$ cat config.mk
export PLATFORM = sky130hd
export DESIGN_NAME = dcs_top
export DESIGN_NICKNAME = d
export VERILOG_FILES = /design/src/inc/dcs_pkg.sv /design/src/design/dcs_status.sv /design/src/design/dcs_top.sv
export VERILOG_INCLUDE_DIRS = /design/src /design/src/inc
export SDC_FILE = /design/constraint.sdc
export NUM_CORES = 1
export LEC_CHECK = 0
export BUFFER_PORTS_ARGS = -buffer_cell sky130_fd_sc_hd__buf_4
export CAP_MARGIN = 5
export CORE_UTILIZATION = 39
export CTS_CLUSTER_SIZE = 24
export DETAILED_ROUTE_END_ITERATION = 7
export HOLD_SLACK_MARGIN = 0.06
export PLACE_DENSITY = 0.91
export SLEW_MARGIN = 20
export SYNTH_ARGS = -nofsm -noshare
export SYNTH_HDL_FRONTEND = slang
export SYNTH_SLANG_ARGS = --single-unit
$ cat constraint.sdc
create_clock -name clk_i -period 3.3 [get_ports clk_i]
set_clock_uncertainty 0.15 [all_clocks]
set_input_delay 0 -clock clk_i [delete_from_list [all_inputs] [get_ports clk_i]]
set_output_delay 0 -clock clk_i [all_outputs]
set_load 0.01 [all_outputs]
$ cat src/inc/dcs_cfg.svh
// offsets, field positions, reset values and timing counts of the debug control block
`ifndef DCS_CFG_SVH
`define DCS_CFG_SVH
`define DCS_CLK_HZ          20000000
`define DCS_ADDR_CTRL       4'h0
`define DCS_ADDR_STAT       4'h4
`define DCS_CTRL_MODE_BIT   7
`define DCS_CTRL_BRK_BIT    6
`define DCS_CTRL_ACK_BIT    5
`define DCS_CTRL_RST_BIT    0
`define DCS_STAT_DBG_BIT    7
`define DCS_STAT_HALT_BIT   6
`define DCS_STAT_FRPN_BIT   5
`define DCS_CTRL_RESET      8'h00
`define DCS_STAT_RESET      8'h00
`define DCS_BRK_OPCODE      8'h00
`define DCS_ACK_BYTE        8'hFF
`define DCS_VAL_RST_STOP    8'h81
`define DCS_VAL_RST_GO      8'h41
`define DCS_VAL_RUN         8'h40
`define DCS_RST_LEN         4'h8
`endif

$ cat src/inc/dcs_pkg.sv
// types of the debug control block
package dcs_pkg;
  typedef enum logic [1:0] {
    DCS_IDLE,
    DCS_RESETTING
  } dcs_rst_state_t;

  typedef struct packed {
    logic       mode;
    logic       breakpoint_opcode;
    logic       ack_en;
    logic       rst_req;
  } dcs_ctrl_t;

  typedef struct packed {
    dcs_ctrl_t      ctrl;
    dcs_rst_state_t rst_st;
    logic [3:0]     rst_cnt;
    logic           ack;
    logic [7:0]     rdata;
    logic           ack_vld;
    logic [7:0]     ack_data;
  } dcs_state_t;

  typedef struct packed {
    logic       cyc;
    logic       stb;
    logic       we;
    logic [3:0] adr;
    logic [3:0] sel;
    logic [7:0] dat;
  } dcs_wb_req_t;
endpackage

$ cat src/design/dcs_status.sv
// status register assembly for the debug control block
`timescale 1ns/1ps
`include "dcs_cfg.svh"
module dcs_status
  import dcs_pkg::*;
(
  input  wire logic       debug_mode_i,          // current debug mode
  input  wire logic       halt_i,                // core in halt mode
  input  wire logic       flash_read_protect_i,  // read-protect option set
  output logic [7:0]      status_o               // assembled status byte
);
  // reserved low bits read as zero
  always_comb
  begin
    status_o = `DCS_STAT_RESET;
    status_o[`DCS_STAT_DBG_BIT]  = debug_mode_i;
    status_o[`DCS_STAT_HALT_BIT] = halt_i;
    status_o[`DCS_STAT_FRPN_BIT] = ~flash_read_protect_i;
  end
endmodule // dcs_status

$ cat src/design/dcs_top.sv
// debug control and status registers behind a classic wishbone slave
`timescale 1ns/1ps
`include "dcs_cfg.svh"
module dcs_top
  import dcs_pkg::*;
(
  input  wire logic        clk_i,                 // system clock, 20 mhz
  input  wire logic        rst_i,                 // synchronous reset, active high
  input  wire logic        wb_cyc_i,              // wishbone cycle
  input  wire logic        wb_stb_i,              // wishbone strobe
  input  wire logic        wb_we_i,               // wishbone write
  input  wire logic [3:0]  wb_adr_i,              // byte address
  input  wire logic [3:0]  wb_sel_i,              // byte selects
  input  wire logic [31:0] wb_dat_i,              // write data
  output logic [31:0]      wb_dat_o,              // read data
  output logic             wb_ack_o,              // acknowledge
  output logic             wb_err_o,              // never raised; unmapped addresses read the status byte
  input  wire logic [7:0]  opcode_i,              // opcode being decoded
  input  wire logic        opcode_vld_i,          // decode strobe
  input  wire logic        halt_i,                // core in halt mode
  input  wire logic        flash_read_protect_i,  // read-protect option
  output logic             fetch_stop_o,          // stop instruction fetch
  output logic             brk_nop_o,             // treat breakpoint as nop
  output logic             por_req_o,             // request por, keep debugger
  output logic             ack_vld_o,             // acknowledge byte valid
  output logic [7:0]       ack_byte_o             // acknowledge byte to host
);
  ////////////////////////////////////////////////////////////////////////
  dcs_state_t  s_q;         // all state
  dcs_state_t  s_d;         // next state
  dcs_wb_req_t req;         // bundled bus request
  logic [7:0]  status;      // status byte
  logic        req_new;     // fresh bus request
  logic        wr_ctrl;     // write to control byte lane
  logic        brk_hit;     // armed breakpoint decoded
  logic        rst_done;    // internal reset sequence finished

  assign req = '{cyc: wb_cyc_i, stb: wb_stb_i, we: wb_we_i, adr: wb_adr_i,
                 sel: wb_sel_i, dat: wb_dat_i[7:0]};

  dcs_status u_status (
    .debug_mode_i         (s_q.ctrl.mode),
    .halt_i               (halt_i),
    .flash_read_protect_i (flash_read_protect_i),
    .status_o             (status)
  );

  ////////////////////////////////////////////////////////////////////////
  // decode: ack drops the cycle after it was given, so one access per two
  always_comb
  begin
    req_new  = req.cyc && req.stb && !s_q.ack;
    wr_ctrl  = req_new && req.we && req.sel[0] && (req.adr == `DCS_ADDR_CTRL);
    brk_hit  = opcode_vld_i && (opcode_i == `DCS_BRK_OPCODE) && s_q.ctrl.breakpoint_opcode;
    rst_done = (s_q.rst_st == DCS_RESETTING) && (s_q.rst_cnt == 4'h0);
  end

  ////////////////////////////////////////////////////////////////////////
  // next state
  always_comb
  begin
    s_d         = s_q;
    s_d.ack     = req_new;
    s_d.ack_vld = 1'b0;
    // bus reads
    if (req_new && !req.we)
    begin
      if (req.adr == `DCS_ADDR_CTRL)
        s_d.rdata = {s_q.ctrl.mode, s_q.ctrl.breakpoint_opcode, s_q.ctrl.ack_en, 4'h0,
                     s_q.ctrl.rst_req};
      else
        s_d.rdata = status;
    end
    // control writes; 81h/41h/40h fall out of the field layout
    if (wr_ctrl)
    begin
      s_d.ctrl.mode   = req.dat[`DCS_CTRL_MODE_BIT];
      s_d.ctrl.breakpoint_opcode    = req.dat[`DCS_CTRL_BRK_BIT];
      s_d.ctrl.ack_en = req.dat[`DCS_CTRL_ACK_BIT];
      // protected part: debug mode cannot be written to 0
      if (flash_read_protect_i && s_q.ctrl.mode)
        s_d.ctrl.mode = 1'b1;
      if (req.dat[`DCS_CTRL_RST_BIT] && (s_q.rst_st == DCS_IDLE))
      begin
        s_d.ctrl.rst_req = 1'b1;
        s_d.rst_st       = DCS_RESETTING;
        s_d.rst_cnt      = `DCS_RST_LEN;
      end
    end
    // breakpoint wins over a concurrent write clearing debug mode
    if (brk_hit)
    begin
      s_d.ctrl.mode = 1'b1;
      if (s_q.ctrl.ack_en)
      begin
        s_d.ack_vld  = 1'b1;
        s_d.ack_data = `DCS_ACK_BYTE;
      end
    end
    // reset sequence countdown
    unique case (s_q.rst_st)
      DCS_IDLE:
        ;
      DCS_RESETTING:
      begin
        if (rst_done)
        begin
          s_d.ctrl.rst_req = 1'b0;
          s_d.rst_st       = DCS_IDLE;
        end
        else
          s_d.rst_cnt = s_q.rst_cnt - 4'h1;
      end
      default:
        s_d.rst_st = DCS_IDLE;
    endcase
  end

  ////////////////////////////////////////////////////////////////////////
  // state register; breakpoint arm clears on reset
  always_ff @(posedge clk_i)
  begin
    if (rst_i)
    begin
      s_q          <= '0;
      s_q.ctrl     <= dcs_ctrl_t'(4'(`DCS_CTRL_RESET));   // control bits all clear
      s_q.rst_st   <= DCS_IDLE;
    end
    else
      s_q <= s_d;
  end

  ////////////////////////////////////////////////////////////////////////
  // outputs
  assign wb_ack_o     = s_q.ack;
  assign wb_err_o     = 1'b0;
  assign wb_dat_o     = {24'h00_0000, s_q.rdata};
  assign fetch_stop_o = s_q.ctrl.mode;
  assign brk_nop_o    = !s_q.ctrl.breakpoint_opcode;
  assign por_req_o    = s_q.ctrl.rst_req;
  assign ack_vld_o    = s_q.ack_vld;
  assign ack_byte_o   = s_q.ack_data;
endmodule // dcs_top

==> flow_metrics.env, run 1 <==
export IMPL_worstPathMaxFanout=7
export IMPL_avgSynthCellArea_um2=8.59
export IMPL_hold_slack_ns=0.0671
export IMPL_synth_cell_type_count=35
export IMPL_synth_mux_area_share_pct=2.77
export IMPL_synth_largest_area_cell="dfxtp_1"
export IMPL_antenna_found_initial=0
export IMPL_vias=874
export IMPL_critPathLaunchType="register"
export IMPL_syn_area_um2=1080
export IMPL_slowest_stage="dlygate4sd3_1"
export IMPL_crit_type="reg -> reg"
export IMPL_synth_compound_area_share_pct=9.36
export IMPL_power_leakage_uw=0.000635
export IMPL_cts_htree_levels=1
export IMPL_fin_nets=234
export IMPL_worst_path_buf_inv=2
export IMPL_cp_end_kind="register"
export IMPL_routed_wl_um=2030
export IMPL_clk_latency_ns=0.29
export IMPL_finalInstanceArea_um2=1430
export IMPL_status="finished, final reports clean"
export IMPL_cp_slowest_stage_delay_ns=0.58
export IMPL_synth_flop_cell="dfxtp_1"
export IMPL_cp_cell_sequence="nand3b_1 -> nor2_1 -> o211ai_1 -> dlygate4sd3_1 -> a21oi_1 -> dlygate4sd3_1"
export IMPL_cts_clk_slew_worst_paths_ns=0.11
export IMPL_max_cap_viol_count=0
export IMPL_io_buffer_count=41
export IMPL_via_per_inst=4.26
export IMPL_critPathTopFamily="buffers and inverters"
export IMPL_place_gp_congestion=0.765
export IMPL_fin_crit_ns=2.67
export IMPL_antenna_cells=0
export IMPL_async_reset_ff_share_pct=0
export IMPL_drive_gt1_share_pct=29.7
export IMPL_grt_remaining_overflow=0
export IMPL_yosys_warnings=0
export IMPL_yosys_top_cells_area="dfxtp_1 31%, buf_4 28%, nor2_1 3.5%"
export IMPL_drv_slew=0
export IMPL_power_density_nw_per_um2=271
export IMPL_worstPathArrival_ns=2.76
export IMPL_syn_to_final_growth_pct=31.9
export IMPL_grt_pass1_wl_um=3040
export IMPL_yosysSeqAreaShare_pct=31.4
export IMPL_drt_pass1_iterations=4
export IMPL_cts_made_buffers=3
export IMPL_drt_wirelength_per_cell_um=9.91
export IMPL_die_height_um=54.7
export IMPL_io_pins=102
export IMPL_finalHoldViolations=0
export IMPL_core_um2=2540
export IMPL_grt_start_max_net_pins=19
export IMPL_synth_top_area_share_pct=31.4
export IMPL_grt_pass1_vias=767
export IMPL_synth_xor_area_share_pct=0
export IMPL_synth_seq_cells=17
export IMPL_clock_root_buffer="clkbuf_4"
export IMPL_drc=0
export IMPL_synth_top_family_by_area="buffers and inverters"
export IMPL_synthCells=126
export IMPL_initial_core_util_pct=42.5
export IMPL_cts_max_path_buffers=2
export IMPL_fin_crit_sh_pct=80.9
export IMPL_grt_usage_pct=14.1
export IMPL_dr_first_iter_drc_count=3
export IMPL_tritoncts="yes"
export IMPL_finalSetupTns_ns=0
export IMPL_setup_violations=0
export IMPL_die_area_um2=2990
export IMPL_dpl_hpwl_um=1530
export IMPL_synth_edf_count=0
export IMPL_cpMostUsedCell="dlygate4sd3_1"
export IMPL_die_width_um=54.7
export IMPL_rsz0062_at_grt="false"
export IMPL_min_path_type="in -> reg"
export IMPL_synthSimpleGateAreaFrac_pct=21.5
export IMPL_critPathRequiredTime_ns=3.39
export IMPL_drtAntennaViolNets=0
export IMPL_rows=18
export IMPL_cts_resized=0
export IMPL_vdd_drop_max_mv=0.170
export IMPL_fmax_mhz=375
export IMPL_place_area_um2=1210
export IMPL_cts_sink_count=17
export IMPL_synth_fa_ha_area_share_pct=2.31
worst register-to-register path, cell delays in order (launching register included):
cell,delay (ns)
dfxtp_1,0.32
nand3b_1,0.33
nor2_1,0.41
o211ai_1,0.15
dlygate4sd3_1,0.58
a21oi_1,0.13
dlygate4sd3_1,0.55
worst paths after layout:
kind,slack (ns),depth (start not counted),endpoint,startpoint
setup reg to reg,0.63,6,wb_dat_o[5],wb_ack_o
hold / removal,0.07,5,wb_dat_o[0],wb_adr_i[1]
hold reg to reg,0.31,1,s_q[22],s_q[23]
setup / recovery,0.63,6,wb_dat_o[5],wb_ack_o
area by class of cell:
cell class	instances	area [µm²]
multi-input cells	88	502
inverters	6	22.5
clock inverters	1	5.00
repair buffers	60	498
clock buffers	3	22.5
fillers	251	1120
flip-flops and latches	17	340
well taps	30	37.5
synth_stat cells (2+ instances only):
master,count
nand2b_1,2
mux2i_1,3
clkbuf_1,2
ha_1,2
o31ai_1,2
nand2_1,5
o21ai_0,2
buf_4,41
a21oi_1,6
inv_1,6
a211oi_1,2
nor2b_1,2
dfxtp_1,17
nor3_1,3
or3_1,2
nor2_1,10
registers in the layout, indices dropped and copies added (netlist names):
signal	count
wb_ack_o	1
s_q	8
wb_dat_o	4
ack_vld_o	1
por_req_o	1
fetch_stop_o	1
ack_byte_o	1
cell usage in the layout (no fill, tap or decap), types with 2 or more instances in the layout:
cell            n
dfxtp_1        17
or3_1           2
conb_1         30
a21oi_1         6
ha_1            2
dlygate4sd3_1  19
nor2_1         10
a211oi_1        2
nand2_1         5
mux2i_1         3
o21ai_0         2
nand2b_1        2
o31ai_1         2
nor2b_1         2
nor3_1          3
clkbuf_4        3
inv_1           6
buf_4          41
kinds of logic (layout without fill, tap and decap cells):
group                      count (synthesis)  after routing
AOI/OAI and AO/OA                         16             16
adders and majority gates                  2              2
buffers and inverters                     50             70
DFF                                       17             17
muxes                                      3              3
other                                      1             30
and+or+nand+nor                           37             37
through the flow:
| stage | utilization (%) | worst slack [ns] | total power, µW | instances |
|---|---|---|---|---|
| after floorplan | - | 1.81 | 268 | 155 |
| after global placement | 47.5 | 1.66 | 266 | 182 |
| after detailed placement | 47.5 | 1.58 | 267 | 182 |
| after CTS | 56.1 | 0.651 | 385 | 205 |
| after global routing | 56.1 | 0.520 | 406 | 205 |
| final | 56.1 | 0.631 | 386 | 205 |
layer usage:
| metal | vias to the layer above | routed length (µm) | share of wire (%) | GRT usage (%) |
|---|---|---|---|---|
| met2 | 35 | 1090 | 53 | 26.1 |
| met4 | 0 | 14 | 0.69 | 5.13 |
| met3 | 2 | 159 | 7.8 | 5.00 |
| li1 | 448 | - | - | - |
| met1 | 389 | 770 | 38 | 14.2 |
| met5 | - | 0 | 0 | 0 |
repair_timing:
item / CTS / global route
endpoints found under the hold margin: 16 / 0
buffers inserted: 0 / 0
hold buffers: 19 / 0
report_power, final:
| group | leakage, µW | total [µW] | switching, µW | internal (µW) |
|---|---|---|---|---|
| sequential | 0.000138 | 209 | 1.36 | 207 |
| combinational | 0.000480 | 65.5 | 32.4 | 33.1 |
| clock | 0.0000177 | 112 | 67.1 | 45.0 |
| total | 0.000635 | 386 | 101 | 285 |
Note: power is estimated with default switching activity, not from simulation.
==> inputs of run 2 (changes only) <==
- CORE_UTILIZATION: 39 -> 33
- PLACE_DENSITY: 0.91 -> 0.82
- clock period: 3.3 -> 2.44 ns (I/O delays scaled with it)
==> run 2 against run 1 <==
- non-clock buffer count increased by 3
- combinational power up 42%
- largest power group unchanged
- via count rose by 4.8%
- worst setup slack worse by 0.35 ns
- worst hold slack gained 0.028 ns
- core utilization is 8.2 points lower
- die area up 17%
- final cell count is 8.3% higher
- largest cell class is now non-clock buffers
- clock-buffer cell count unchanged
- sequential share of layout area is 0.77 points lower
- cell area is 3.3% higher
==> flow_metrics.env, run 2 (synthesized netlist as in run 1, its figures left out) <==
export IMPL_status="finished, final reports clean"
export IMPL_die_height_um=59.3
export IMPL_fmax_mhz=464
export IMPL_startpoint="wb_ack_o"
export IMPL_rows=20
export IMPL_comb_power_share_pct=17.7
export IMPL_power_switching_uw=139
export IMPL_worstPathMaxFanout=7
export IMPL_p_clk_share_pct=28.8
export IMPL_drtAntennaViolNets=0
export IMPL_io_pins=102
export IMPL_power_density_nw_per_um2=358
export IMPL_dp_slack_ns=0.777
export IMPL_rsz0062_at_grt="false"
export IMPL_drive_gt1_share_pct=29.2
export IMPL_syn_to_final_growth_pct=36.3
export IMPL_setup_ws_ns=0.284
export IMPL_critPathLaunchType="register"
export IMPL_cts_setup_buffers=0
export IMPL_antenna_cells=0
export IMPL_cp_cell_sequence="nand3b_1 -> nor2_1 -> o211ai_1 -> dlygate4sd3_1 -> a21oi_1"
export IMPL_slowest_stage="dlygate4sd3_1"
export IMPL_finalSetupTns_ns=0
export IMPL_dp_cells=196
export IMPL_multiInputGateArea_um2=502
export IMPL_fin_crit_ns=2.16
export IMPL_grt_start_max_net_pins=19
export IMPL_drt_pass1_iterations=4
export IMPL_drt_wirelength_per_cell_um=10.5
export IMPL_cts_max_path_buffers=2
export IMPL_vias=916
export IMPL_setup_violations=0
export IMPL_rr_startpoint="wb_ack_o"
export IMPL_finalHoldViolations=0
export IMPL_routed_wl_um=2330
export IMPL_grt_remaining_overflow=0
export IMPL_cts_hold_buf=22
export IMPL_drc=0
export IMPL_cp_end_kind="register"
export IMPL_antenna_found_initial=0
export IMPL_final_common_cell="buf_4"
export IMPL_drv_slew=0
export IMPL_final_cells=222
export IMPL_hold_slack_ns=0.0951
export IMPL_worstPathArrival_ns=2.25
export IMPL_cts_resized=0
export IMPL_io_buffer_count=41
export IMPL_place_gp_congestion=0.740
export IMPL_cp_slowest_stage_delay_ns=0.58
export IMPL_layout_common_cells="41 x buf_4, 30 x conb_1, 22 x dlygate4sd3_1, 17 x dfxtp_1, 10 x nor2_1"
export IMPL_largest_reg_flops=8
export IMPL_via_per_inst=4.13
export IMPL_finalPower_uw=527
export IMPL_cts_clk_slew_worst_paths_ns=0.10
export IMPL_worst_path_buf_inv=1
export IMPL_max_cap_viol_count=0
export IMPL_seqCellArea_um2=340
export IMPL_initial_core_util_pct=35.2
export IMPL_crit_type="reg -> reg"
export IMPL_clk_latency_ns=0.30
export IMPL_core_um2=3080
export IMPL_min_path_type="in -> reg"
export IMPL_cts_htree_levels=1
export IMPL_largest_register="s_q"
export IMPL_hold_start="wb_sel_i[0]"
export IMPL_fin_crit_sh_pct=88.4
export IMPL_die_width_um=59.3
export IMPL_fin_nets=237
export IMPL_p_int_uw=389
export IMPL_power_leakage_uw=0.000637
export IMPL_cts_made_buffers=3
export IMPL_vdd_drop_max_mv=0.230
export IMPL_tritoncts="yes"
export IMPL_die_area_um2=3510
export IMPL_cts_sink_count=17
export IMPL_grt_usage_pct=14.1
export IMPL_sequentialPowerShare_pct=53.5
export IMPL_fillers=285
export IMPL_switching_share_pct=26.3
export IMPL_critPathTopFamily="simple AND/OR/NAND/NOR gates"
export IMPL_grt_pass1_wl_um=3590
export IMPL_dpl_hpwl_um=1490
export IMPL_clock_root_buffer="clkbuf_4"
export IMPL_dr_first_iter_drc_count=27
export IMPL_grt_pass1_vias=808
export IMPL_critPathRequiredTime_ns=2.53
-- run 2: cell types whose count changed in the layout (fill, tap and decap cells not counted), sizes merged --
| cell | change |
|---|---|
| dlygate4sd3 | +3 |
-- run 2: area by class of cell --
| class | instances | share of cell area (%) |
|---|---|---|
| flip-flops and latches | 17 | 23.1 |
| multi-input cells | 88 | 34.0 |
| inverters | 6 | 1.53 |
| well taps | 44 | 3.73 |
| clock inverters | 1 | 0.339 |
| clock buffers | 3 | 1.53 |
| repair buffers | 63 | 35.8 |
-- run 2: path summary, 6_finish.rpt --
kind              slack, ns           to  cells past startpoint
setup reg to reg       0.28  wb_dat_o[5]                      5
hold reg to reg        0.32      s_q[22]                      1
hold / removal          0.1    por_req_o                      5
setup / recovery       0.28  wb_dat_o[5]                      5
-- run 2: power by group through the flow --
stage / sequential, µW / clock, µW / combinational (µW)
floorplan: 289 / 0 / 73.3
global placement: 288 / 0 / 71.2
detailed placement: 288 / 0 / 72.3
CTS: 282 / 156 / 91.1
global route: 283 / 176 / 101
finish: 282 / 152 / 93.2
-- run 2: per-layer routing --
metal,global-route usage (%),vias up,part of all wire (%)
met2,23.8,36,54
li1,-,460,-
met1,16.5,420,41
met5,0,-,0
met4,5.10,0,0
met3,4.59,0,5.6
-- run 2: worst min-delay path: cells and delay by family --
family,cells,cell delay [ns]
and+or+nand+nor,3,0.33
AOI/OAI and AO/OA,1,0.06
buffers and inverters,1,0.11
-- run 2: through the flow --
stage / instance area, µm² / utilization (%)
after floorplan: 1190 / -
after global placement: 1230 / 39.9
after detailed placement: 1230 / 39.9
after CTS: 1480 / 47.9
after global routing: 1480 / 47.9
final: 1480 / 47.9
